==> src/design/rct_pkg.sv <==
package rct_pkg;
	// ------------------------------------------------------------
	// register offsets in the special function register space
	// ------------------------------------------------------------
	localparam logic [7:0] RCT_OFS_CTRL = 8'hC8;
	localparam logic [7:0] RCT_OFS_RCAP_LO = 8'hCA;
	localparam logic [7:0] RCT_OFS_RCAP_HI = 8'hCB;
	localparam logic [7:0] RCT_OFS_CNT_LO = 8'hCC;
	localparam logic [7:0] RCT_OFS_CNT_HI = 8'hCD;
	// ------------------------------------------------------------
	// control register fields and reset values
	// ------------------------------------------------------------
	localparam int RCT_BIT_OVF = 7;
	localparam int RCT_BIT_EXF = 6;
	localparam int RCT_BIT_RCLK = 5;
	localparam int RCT_BIT_TRANSMIT_CLOCK_SELECT = 4;
	localparam int RCT_BIT_EXEN = 3;
	localparam int RCT_BIT_RUN = 2;
	localparam int RCT_BIT_CT = 1;
	localparam int RCT_BIT_CPRL = 0;
	localparam logic [7:0] RCT_CTRL_RST = 8'h00;
	localparam logic [15:0] RCT_DATA_RST = 16'h0000;
	localparam logic [15:0] RCT_CNT_MAX = 16'hFFFF;
	localparam logic [7:0] RCT_RD_UNMAPPED = 8'h00;
	// ------------------------------------------------------------
	// pin indices and timing
	// ------------------------------------------------------------
	localparam int RCT_NUM_PINS = 2;
	localparam int RCT_PIN_COUNT = 0;
	localparam int RCT_PIN_TRIG = 1;
	localparam int RCT_TIMER_DIV = 2;
endpackage

==> src/design/rct_edge_if.sv <==
`timescale 1ns/10ps
interface rct_edge_if;
	import rct_pkg::*;
	logic [RCT_NUM_PINS-1:0] fall;
	modport src (output fall);
	modport dst (input fall);
endinterface

==> src/design/rct_pin_sync.sv <==
`timescale 1ns/10ps
module rct_pin_sync
	import rct_pkg::*;
(
	input wire logic sys_clk_i,
	input wire logic rst_n_i,
	input wire logic [RCT_NUM_PINS-1:0] pins_i,
	rct_edge_if.src ev
);
	genvar g;
	generate
		for (g = 0; g < RCT_NUM_PINS; g++) begin : g_pin
			logic s1_ff, s2_ff, s3_ff, lvl_ff, fall_ff;
			// three stages; a level counts once stages two and three agree
			always_ff @(posedge sys_clk_i or negedge rst_n_i) begin
				if (!rst_n_i) begin
					s1_ff <= 1'b1;
					s2_ff <= 1'b1;
					s3_ff <= 1'b1;
				end else begin
					s1_ff <= pins_i[g];
					s2_ff <= s1_ff;
					s3_ff <= s2_ff;
				end
			end
			always_ff @(posedge sys_clk_i or negedge rst_n_i) begin
				if (!rst_n_i) begin
					lvl_ff <= 1'b1;
					fall_ff <= 1'b0;
				end else begin
					fall_ff <= (s2_ff == s3_ff) && !s2_ff && lvl_ff;
					if (s2_ff == s3_ff)
						lvl_ff <= s2_ff;
				end
			end
			assign ev.fall[g] = fall_ff;

		end
	endgenerate
endmodule // rct_pin_sync

==> src/design/rct_timer.sv <==
// How it works
// - overflow sets overflow flag unless a baud select bit is set; software clears.
// - trigger edge causing capture or reload sets external trigger flag; software clears.
// - receive baud tick from this overflow when set, else other timer's.
// - transmit baud tick from this overflow when set, else other timer's.
// - trigger edge acts only with trigger enable and both baud selects clear.
// - counter advances only while run control is set.
// - timer mode increments once every two system clocks.
// - counter mode increments once per falling count pin edge.
// - reload mode loads counter from reload value on overflow or trigger.
// - capture mode copies counter into reload register on trigger edge.
// - any baud select forces reload on overflow, capture select ignored.
// - counter and reload value are byte-accessible 16-bit registers, reset zero.
`timescale 1ns/10ps
module rct_timer
	import rct_pkg::*;
(
	input wire logic sys_clk_i,
	input wire logic rst_n_i,
	input wire logic [7:0] sfr_addr_i,
	input wire logic sfr_wr_i,
	input wire logic sfr_rd_i,
	input wire logic [7:0] sfr_wdata_i,
	output logic [7:0] sfr_rdata_o,
	input wire logic count_pin_i,
	input wire logic trigger_pin_i,
	input wire logic other_timer_ovf_i,
	output logic rx_baud_tick_o,
	output logic tx_baud_tick_o,
	output logic timer_irq_o
);
	// ------------------------------------------------------------
	// reset release
	// ------------------------------------------------------------
	logic rs1_ff, rs2_ff, rst_n;
	always_ff @(posedge sys_clk_i or negedge rst_n_i) begin
		if (!rst_n_i) begin
			rs1_ff <= 1'b0;
			rs2_ff <= 1'b0;
		end else begin
			rs1_ff <= 1'b1;
			rs2_ff <= rs1_ff;
		end
	end
	assign rst_n = rs2_ff;

	// ------------------------------------------------------------
	// pin edges
	// ------------------------------------------------------------
	rct_edge_if edges ();
	rct_pin_sync u_sync (
		.sys_clk_i(sys_clk_i),
		.rst_n_i(rst_n),
		.pins_i({trigger_pin_i, count_pin_i}),
		.ev(edges.src)
	);
	logic cnt_ev, trig_ev;
	assign cnt_ev = edges.fall[RCT_PIN_COUNT];
	assign trig_ev = edges.fall[RCT_PIN_TRIG];

	// ------------------------------------------------------------
	// registers
	// ------------------------------------------------------------
	logic overflow_flag_ff, external_trigger_flag_ff;
	logic receive_clock_select_ff, transmit_clock_select_ff;
	logic trigger_input_enable_ff, run_control_ff;
	logic counter_timer_select_ff, capture_reload_select_ff;
	logic [15:0] cnt_ff, rcap_ff;
	logic div_ff;
	logic [7:0] rdata_ff;
	logic wr_ctrl, wr_cnt_lo, wr_cnt_hi, wr_rc_lo, wr_rc_hi;
	assign wr_ctrl = sfr_wr_i && (sfr_addr_i == RCT_OFS_CTRL);
	assign wr_rc_lo = sfr_wr_i && (sfr_addr_i == RCT_OFS_RCAP_LO);
	assign wr_rc_hi = sfr_wr_i && (sfr_addr_i == RCT_OFS_RCAP_HI);
	assign wr_cnt_lo = sfr_wr_i && (sfr_addr_i == RCT_OFS_CNT_LO);
	assign wr_cnt_hi = sfr_wr_i && (sfr_addr_i == RCT_OFS_CNT_HI);

	// ------------------------------------------------------------
	// counting events
	// ------------------------------------------------------------
	logic baud, tick, ovf, trig_act, do_reload, do_capture;
	assign baud = receive_clock_select_ff || transmit_clock_select_ff;
	assign tick = run_control_ff && (counter_timer_select_ff ? cnt_ev : div_ff);
	assign ovf = tick && (cnt_ff == RCT_CNT_MAX);
	assign trig_act = trig_ev && trigger_input_enable_ff && !baud;
	assign do_capture = trig_act && capture_reload_select_ff;
	assign do_reload = (ovf && (baud || !capture_reload_select_ff))
		|| (trig_act && !capture_reload_select_ff);

	always_ff @(posedge sys_clk_i or negedge rst_n) begin
		if (!rst_n)
			div_ff <= 1'b0;
		else if (run_control_ff && !counter_timer_select_ff)
			div_ff <= !div_ff;
		else
			div_ff <= 1'b0;
	end

	// ------------------------------------------------------------
	// control register; hardware set wins over a clearing write
	// ------------------------------------------------------------
	always_ff @(posedge sys_clk_i or negedge rst_n) begin
		if (!rst_n) begin
			overflow_flag_ff <= RCT_CTRL_RST[RCT_BIT_OVF];
			external_trigger_flag_ff <= RCT_CTRL_RST[RCT_BIT_EXF];
		end else begin
			overflow_flag_ff <= (ovf && !baud)
				|| (wr_ctrl ? sfr_wdata_i[RCT_BIT_OVF] : overflow_flag_ff);
			external_trigger_flag_ff <= trig_act
				|| (wr_ctrl ? sfr_wdata_i[RCT_BIT_EXF] : external_trigger_flag_ff);
		end
	end

	always_ff @(posedge sys_clk_i or negedge rst_n) begin
		if (!rst_n) begin
			receive_clock_select_ff <= RCT_CTRL_RST[RCT_BIT_RCLK];
			transmit_clock_select_ff <= RCT_CTRL_RST[RCT_BIT_TRANSMIT_CLOCK_SELECT];
			trigger_input_enable_ff <= RCT_CTRL_RST[RCT_BIT_EXEN];
			run_control_ff <= RCT_CTRL_RST[RCT_BIT_RUN];
			counter_timer_select_ff <= RCT_CTRL_RST[RCT_BIT_CT];
			capture_reload_select_ff <= RCT_CTRL_RST[RCT_BIT_CPRL];
		end else if (wr_ctrl) begin
			receive_clock_select_ff <= sfr_wdata_i[RCT_BIT_RCLK];
			transmit_clock_select_ff <= sfr_wdata_i[RCT_BIT_TRANSMIT_CLOCK_SELECT];
			trigger_input_enable_ff <= sfr_wdata_i[RCT_BIT_EXEN];
			run_control_ff <= sfr_wdata_i[RCT_BIT_RUN];
			counter_timer_select_ff <= sfr_wdata_i[RCT_BIT_CT];
			capture_reload_select_ff <= sfr_wdata_i[RCT_BIT_CPRL];
		end
	end

	// ------------------------------------------------------------
	// counter and reload/capture value
	// ------------------------------------------------------------
	// byte access; a software write beats the hardware update
	always_ff @(posedge sys_clk_i or negedge rst_n) begin
		if (!rst_n)
			cnt_ff <= RCT_DATA_RST;
		else if (wr_cnt_lo)
			cnt_ff[7:0] <= sfr_wdata_i;
		else if (wr_cnt_hi)
			cnt_ff[15:8] <= sfr_wdata_i;
		else if (do_reload)
			cnt_ff <= rcap_ff;
		else if (tick)
			cnt_ff <= cnt_ff + 16'h0001;
	end

	always_ff @(posedge sys_clk_i or negedge rst_n) begin
		if (!rst_n)
			rcap_ff <= RCT_DATA_RST;
		else if (wr_rc_lo)
			rcap_ff[7:0] <= sfr_wdata_i;
		else if (wr_rc_hi)
			rcap_ff[15:8] <= sfr_wdata_i;
		else if (do_capture)
			rcap_ff <= cnt_ff;
	end

	// ------------------------------------------------------------
	// read port, data one cycle after the strobe
	// ------------------------------------------------------------
	always_ff @(posedge sys_clk_i or negedge rst_n) begin
		if (!rst_n)
			rdata_ff <= RCT_RD_UNMAPPED;
		else if (sfr_rd_i) begin
			unique case (sfr_addr_i)
				RCT_OFS_CTRL: rdata_ff <= {overflow_flag_ff, external_trigger_flag_ff,
					receive_clock_select_ff, transmit_clock_select_ff,
					trigger_input_enable_ff, run_control_ff,
					counter_timer_select_ff, capture_reload_select_ff};
				RCT_OFS_RCAP_LO: rdata_ff <= rcap_ff[7:0];
				RCT_OFS_RCAP_HI: rdata_ff <= rcap_ff[15:8];
				RCT_OFS_CNT_LO: rdata_ff <= cnt_ff[7:0];
				RCT_OFS_CNT_HI: rdata_ff <= cnt_ff[15:8];
				default: rdata_ff <= RCT_RD_UNMAPPED;
			endcase
		end
	end
	assign sfr_rdata_o = rdata_ff;

	// ------------------------------------------------------------
	// baud and interrupt outputs
	// ------------------------------------------------------------
	// receive and transmit routing
	assign rx_baud_tick_o = receive_clock_select_ff ? ovf : other_timer_ovf_i;
	assign tx_baud_tick_o = transmit_clock_select_ff ? ovf : other_timer_ovf_i;
	assign timer_irq_o = overflow_flag_ff || external_trigger_flag_ff;

	logic quiet;
	assign quiet = !sfr_wr_i;
endmodule // rct_timer

==> config.mk <==
export PLATFORM = sky130hd
export DESIGN_NAME = rct_timer
export DESIGN_NICKNAME = d
export VERILOG_FILES = /design/src/design/rct_pkg.sv /design/src/design/rct_edge_if.sv /design/src/design/rct_pin_sync.sv /design/src/design/rct_timer.sv
export SDC_FILE = /design/constraint.sdc
export NUM_CORES = 1
export LEC_CHECK = 0
export BUFFER_PORTS_ARGS = -buffer_cell sky130_fd_sc_hd__buf_2
export CAP_MARGIN = 0
export CORE_UTILIZATION = 35
export CTS_CLUSTER_SIZE = 28
export DETAILED_ROUTE_END_ITERATION = 8
export SLEW_MARGIN = 40
export SYNTH_ARGS = -nofsm -noshare
export SYNTH_HDL_FRONTEND = slang
export SYNTH_SLANG_ARGS = --single-unit
export TNS_END_PERCENT = 5
==> constraint.sdc <==
create_clock -name sys_clk_i -period 4.15 [get_ports sys_clk_i]
set_input_delay 0.415 -clock sys_clk_i [delete_from_list [all_inputs] [get_ports sys_clk_i]]
set_output_delay 0.415 -clock sys_clk_i [all_outputs]
set_load 0.01 [all_outputs]
==> results.md <==
* **commonest non-fill, non-tap cells in the layout** 52 x sky130_fd_sc_hd__dfrtp_1, 39 x sky130_fd_sc_hd__nor2_1, 33 x sky130_fd_sc_hd__buf_2, 23 x sky130_fd_sc_hd__mux2i_1, 21 x sky130_fd_sc_hd__a21oi_1
* **All-Layer GR Usage** 0.2133
* **synthesized instance count** 340
* **adder and majority gate portion of the synthesized area** 0.01095
* **post-DP HPWL** 7.127 mm
* **total routed wirelength** 9.817 mm
* **EDFF count, synth** 0
* **drt via density** 5.911
* **largest cells by area after synthesis** sky130_fd_sc_hd__dfrtp_1 39%, sky130_fd_sc_hd__mux2i_1 6.7%, sky130_fd_sc_hd__dfstp_2 6.1%
* **complex-gate fraction of the synthesized area** 0.2128
* **parity-gate share of the synthesized area counting xor and xnor cells** 0.02299
* **number of failing hold endpoints at the final stage** 0
* **TNS Setup** 0 ns
* **initial core utilization** 0.3658
* **cell taking the most area after synthesis** sky130_fd_sc_hd__dfrtp_1
* **clock-pin slew reported for the worst setup and hold paths after clock tree synthesis** 0.07 ns
* **setup slack on the worst flop-to-flop path** 1.85 ns
* **asr flop ratio synth** 1.000
* **number of pins with negative max-slew slack in the final report** 0
* **non-filler instance count after layout** 505
* **Max Cap Viol** 0
* **synthesis-to-layout area growth** 15.00%
* **mux cell area share after synthesis** 0.09015
* **data required time of the critical path** 3.73 ns
* **final clock skew** 0.004168 ns
* **total of flip-flops plus latches after synthesis** 61
* **net count of the finished layout** 397
* **clock tree from TritonCTS** built
* **share of post-route cells with drive strength above 1** 0.2340
* **combined area of all synthesized cells** 3428 µm²
* **height of the chip** 101.0 µm
* **placer's final routability congestion estimate** 0.9030
* **peak clock frequency supported by timing** 361.8 MHz
* **number of buffers added on ports** 33
* **number of nets with antenna violations after routing** 0
* **static leakage** 1.688 nW
* **final antenna diode count** 0
* **clock network latency to the later pin of the worst-skew pair** 0.35 ns
* **top-level I/O count** 34
* **number of antenna violations at the first check in global routing** 0
* **final clock period utilization by the worst path** 0.6660
* **Placement Rows** 35
* **via count of the first global-routing pass** 2969
* **Avg Inst Size Synth** 10.08 µm²
* **kind of critical path** flop to output pin
* **crit path capture type** output pin
* **outcome** finished, final reports clean
* **number of placed instances with taps included** 488
* **post-synth cell types** 63
* **Peak VDD IR** 179.2 µV
* **global-route wire length before repair** 16.15 mm
* **type of element launching the critical path** flop
* **final global-route overflow total** 0
* **maximum root-to-sink buffer count** 2
* **area share of the leading cell type in the synthesized netlist** 0.3869
* **dominant combinational cell family by area after synthesis** compound AO/OA/AOI/OAI gates
* **# DRC** 0
* **most common cell after layout, fill and taps aside** sky130_fd_sc_hd__dfrtp_1
* **RSZ-0062 raised after global routing** no
* **number of warning messages in the yosys log** 0
* **number of sinks on the clock net** 61
* **routed via count** 2985
* **maximum net fanout on the critical path** 6
* **Tightest Hold Check Type** input pin to flop
* **worst slew slack as a fraction of its limit** 0.5570
* **FF-to-FF path depth** 5
* **number of cells on the worst hold path** 1
* **H-tree lvl count** 3
* **post-synthesis net count** 366
* **Most used DFF post-synth** sky130_fd_sc_hd__dfrtp_1
* **sequential fraction of the synthesis area** 0.4482
* **TritonRoute pass-1 iters** 5
* **master cell of the clock root buffer** sky130_fd_sc_hd__clkbuf_8
* **Wirelength per Cell** 19.44 µm
* **initial DRC count** 295
* **Core Region** 9371 µm²
* **die area** 10190 µm²
* **Worst-Margin Slew** 0.6645 ns
* **arrival time at the worst endpoint** 2.35 ns
* **cell area power density** 382.9 nW/µm²
* **pin count of the biggest net entering global routing** 32
* **Final setup viols** 0
* **min Tclk post-route** 2.764 ns
* **cts bufs inserted** 9
* **Post-Synth Simple-Gate Area** 0.1704
* **die outline width** 101.0 µm
cells by family (layout without fill, tap and decap cells):
family / after synthesis / in the layout
simple gates: 107 / 107
compound gates: 101 / 101
flops: 61 / 61
mux: 30 / 30
buf+inv: 28 / 64
xor+xnor: 9 / 9
fa+ha+maj: 3 / 3
other cells: 1 / 1
cells in the mapped netlist (9+ instances only):
cell type                  instances
sky130_fd_sc_hd__o21ai_0          15
sky130_fd_sc_hd__nor2_1           39
sky130_fd_sc_hd__dfrtp_1          53
sky130_fd_sc_hd__nor3_1            9
sky130_fd_sc_hd__a21oi_1          21
sky130_fd_sc_hd__a22oi_1          15
sky130_fd_sc_hd__nand2_1          16
sky130_fd_sc_hd__mux2i_1          23
sky130_fd_sc_hd__a31oi_1          10
sky130_fd_sc_hd__a222oi_1          9
power by group:
group / internal, mW / total (mW) / switching (mW)
sequential: 0.644 / 0.712 / 0.0686
clock: 0.403 / 0.650 / 0.247
combinational: 0.0676 / 0.147 / 0.0798
total: 1.11 / 1.51 / 0.396
worst max-delay path, cell delays in order, from the launching register on:
cell                      delay, ns
sky130_fd_sc_hd__dfrtp_1       0.45
sky130_fd_sc_hd__ha_1          0.26
sky130_fd_sc_hd__and3_1        0.34
sky130_fd_sc_hd__nand4_4       0.21
sky130_fd_sc_hd__nor3_1        0.39
sky130_fd_sc_hd__mux2_2        0.23
sky130_fd_sc_hd__buf_2         0.12
layout make-up:
class	instances	area, µm²
multi-input combinational	251	1753
sequential	61	1538
fill	940	5429
clock inverter	3	65.06
timing repair buffer	39	212.7
tap	129	161.4
inverter	9	33.78
clock buffer	13	178.9
timing repair:
action / in CTS / in global routing
gates resized for setup: 0 / 0
setup endpoints to repair: 0 / 0
hold endpoints to repair: 2 / 0
setup buffers: 0 / 0
hold buffers: 1 / 0
per-stage QoR:
stage | util | cell area, µm² | hold slack, ns | total power [mW] | worst slack (ns)
after floorplan | - | 3428 | 0.1194 | 0.8013 | 2.232
after global placement | 0.3917 | 3671 | 0.2001 | 0.8612 | 1.474
after detailed placement | 0.3936 | 3689 | 0.2031 | 0.8655 | 1.417
after CTS | 0.4207 | 3943 | 0.1512 | 1.512 | 1.385
after global routing | 0.4207 | 3943 | 0.1412 | 1.576 | 1.214
final | 0.4207 | 3943 | 0.1595 | 1.510 | 1.386
sequential cells by signal (all words and copies together) (netlist names):
| register | count |
|---|---|
| u_sync.g_pin.s3_ff | 2 |
| counter_timer_select_ff | 1 |
| trigger_input_enable_ff | 1 |
| div_ff | 1 |
| capture_reload_select_ff | 1 |
| u_sync.g_pin.lvl_ff | 2 |
| u_sync.g_pin.s1_ff | 2 |
| transmit_clock_select_ff | 1 |
| receive_clock_select_ff | 1 |
| u_sync.g_pin.fall_ff | 2 |
| rcap_ff | 16 |
| overflow_flag_ff | 1 |
| external_trigger_flag_ff | 1 |
| cnt_ff | 16 |
| run_control_ff | 1 |
| u_sync.g_pin.s2_ff | 2 |
| rs1_ff | 1 |
| sfr_rdata_o | 8 |
| rs2_ff | 1 |
layer usage:
metal  GRT usage  wire [µm]
met3     0.05132        795
met4      0.1104        335
met1      0.2936       4368
met5           0          0
met2      0.3103       4318
worst paths after layout:
kind                                     startpoint                     to
setup / recovery                          cnt_ff[0]         rx_baud_tick_o
setup reg to reg           transmit_clock_select_ff             cnt_ff[11]
hold reg to reg                              rs2_ff             rcap_ff[6]
hold / removal                          count_pin_i  u_sync.g_pin[0].s1_ff
min in group asynchronous                    rs2_ff             rcap_ff[6]
max in group asynchronous                    rs2_ff  u_sync.g_pin[1].s3_ff
No activity file was read; power rests on OpenSTA's default activity.
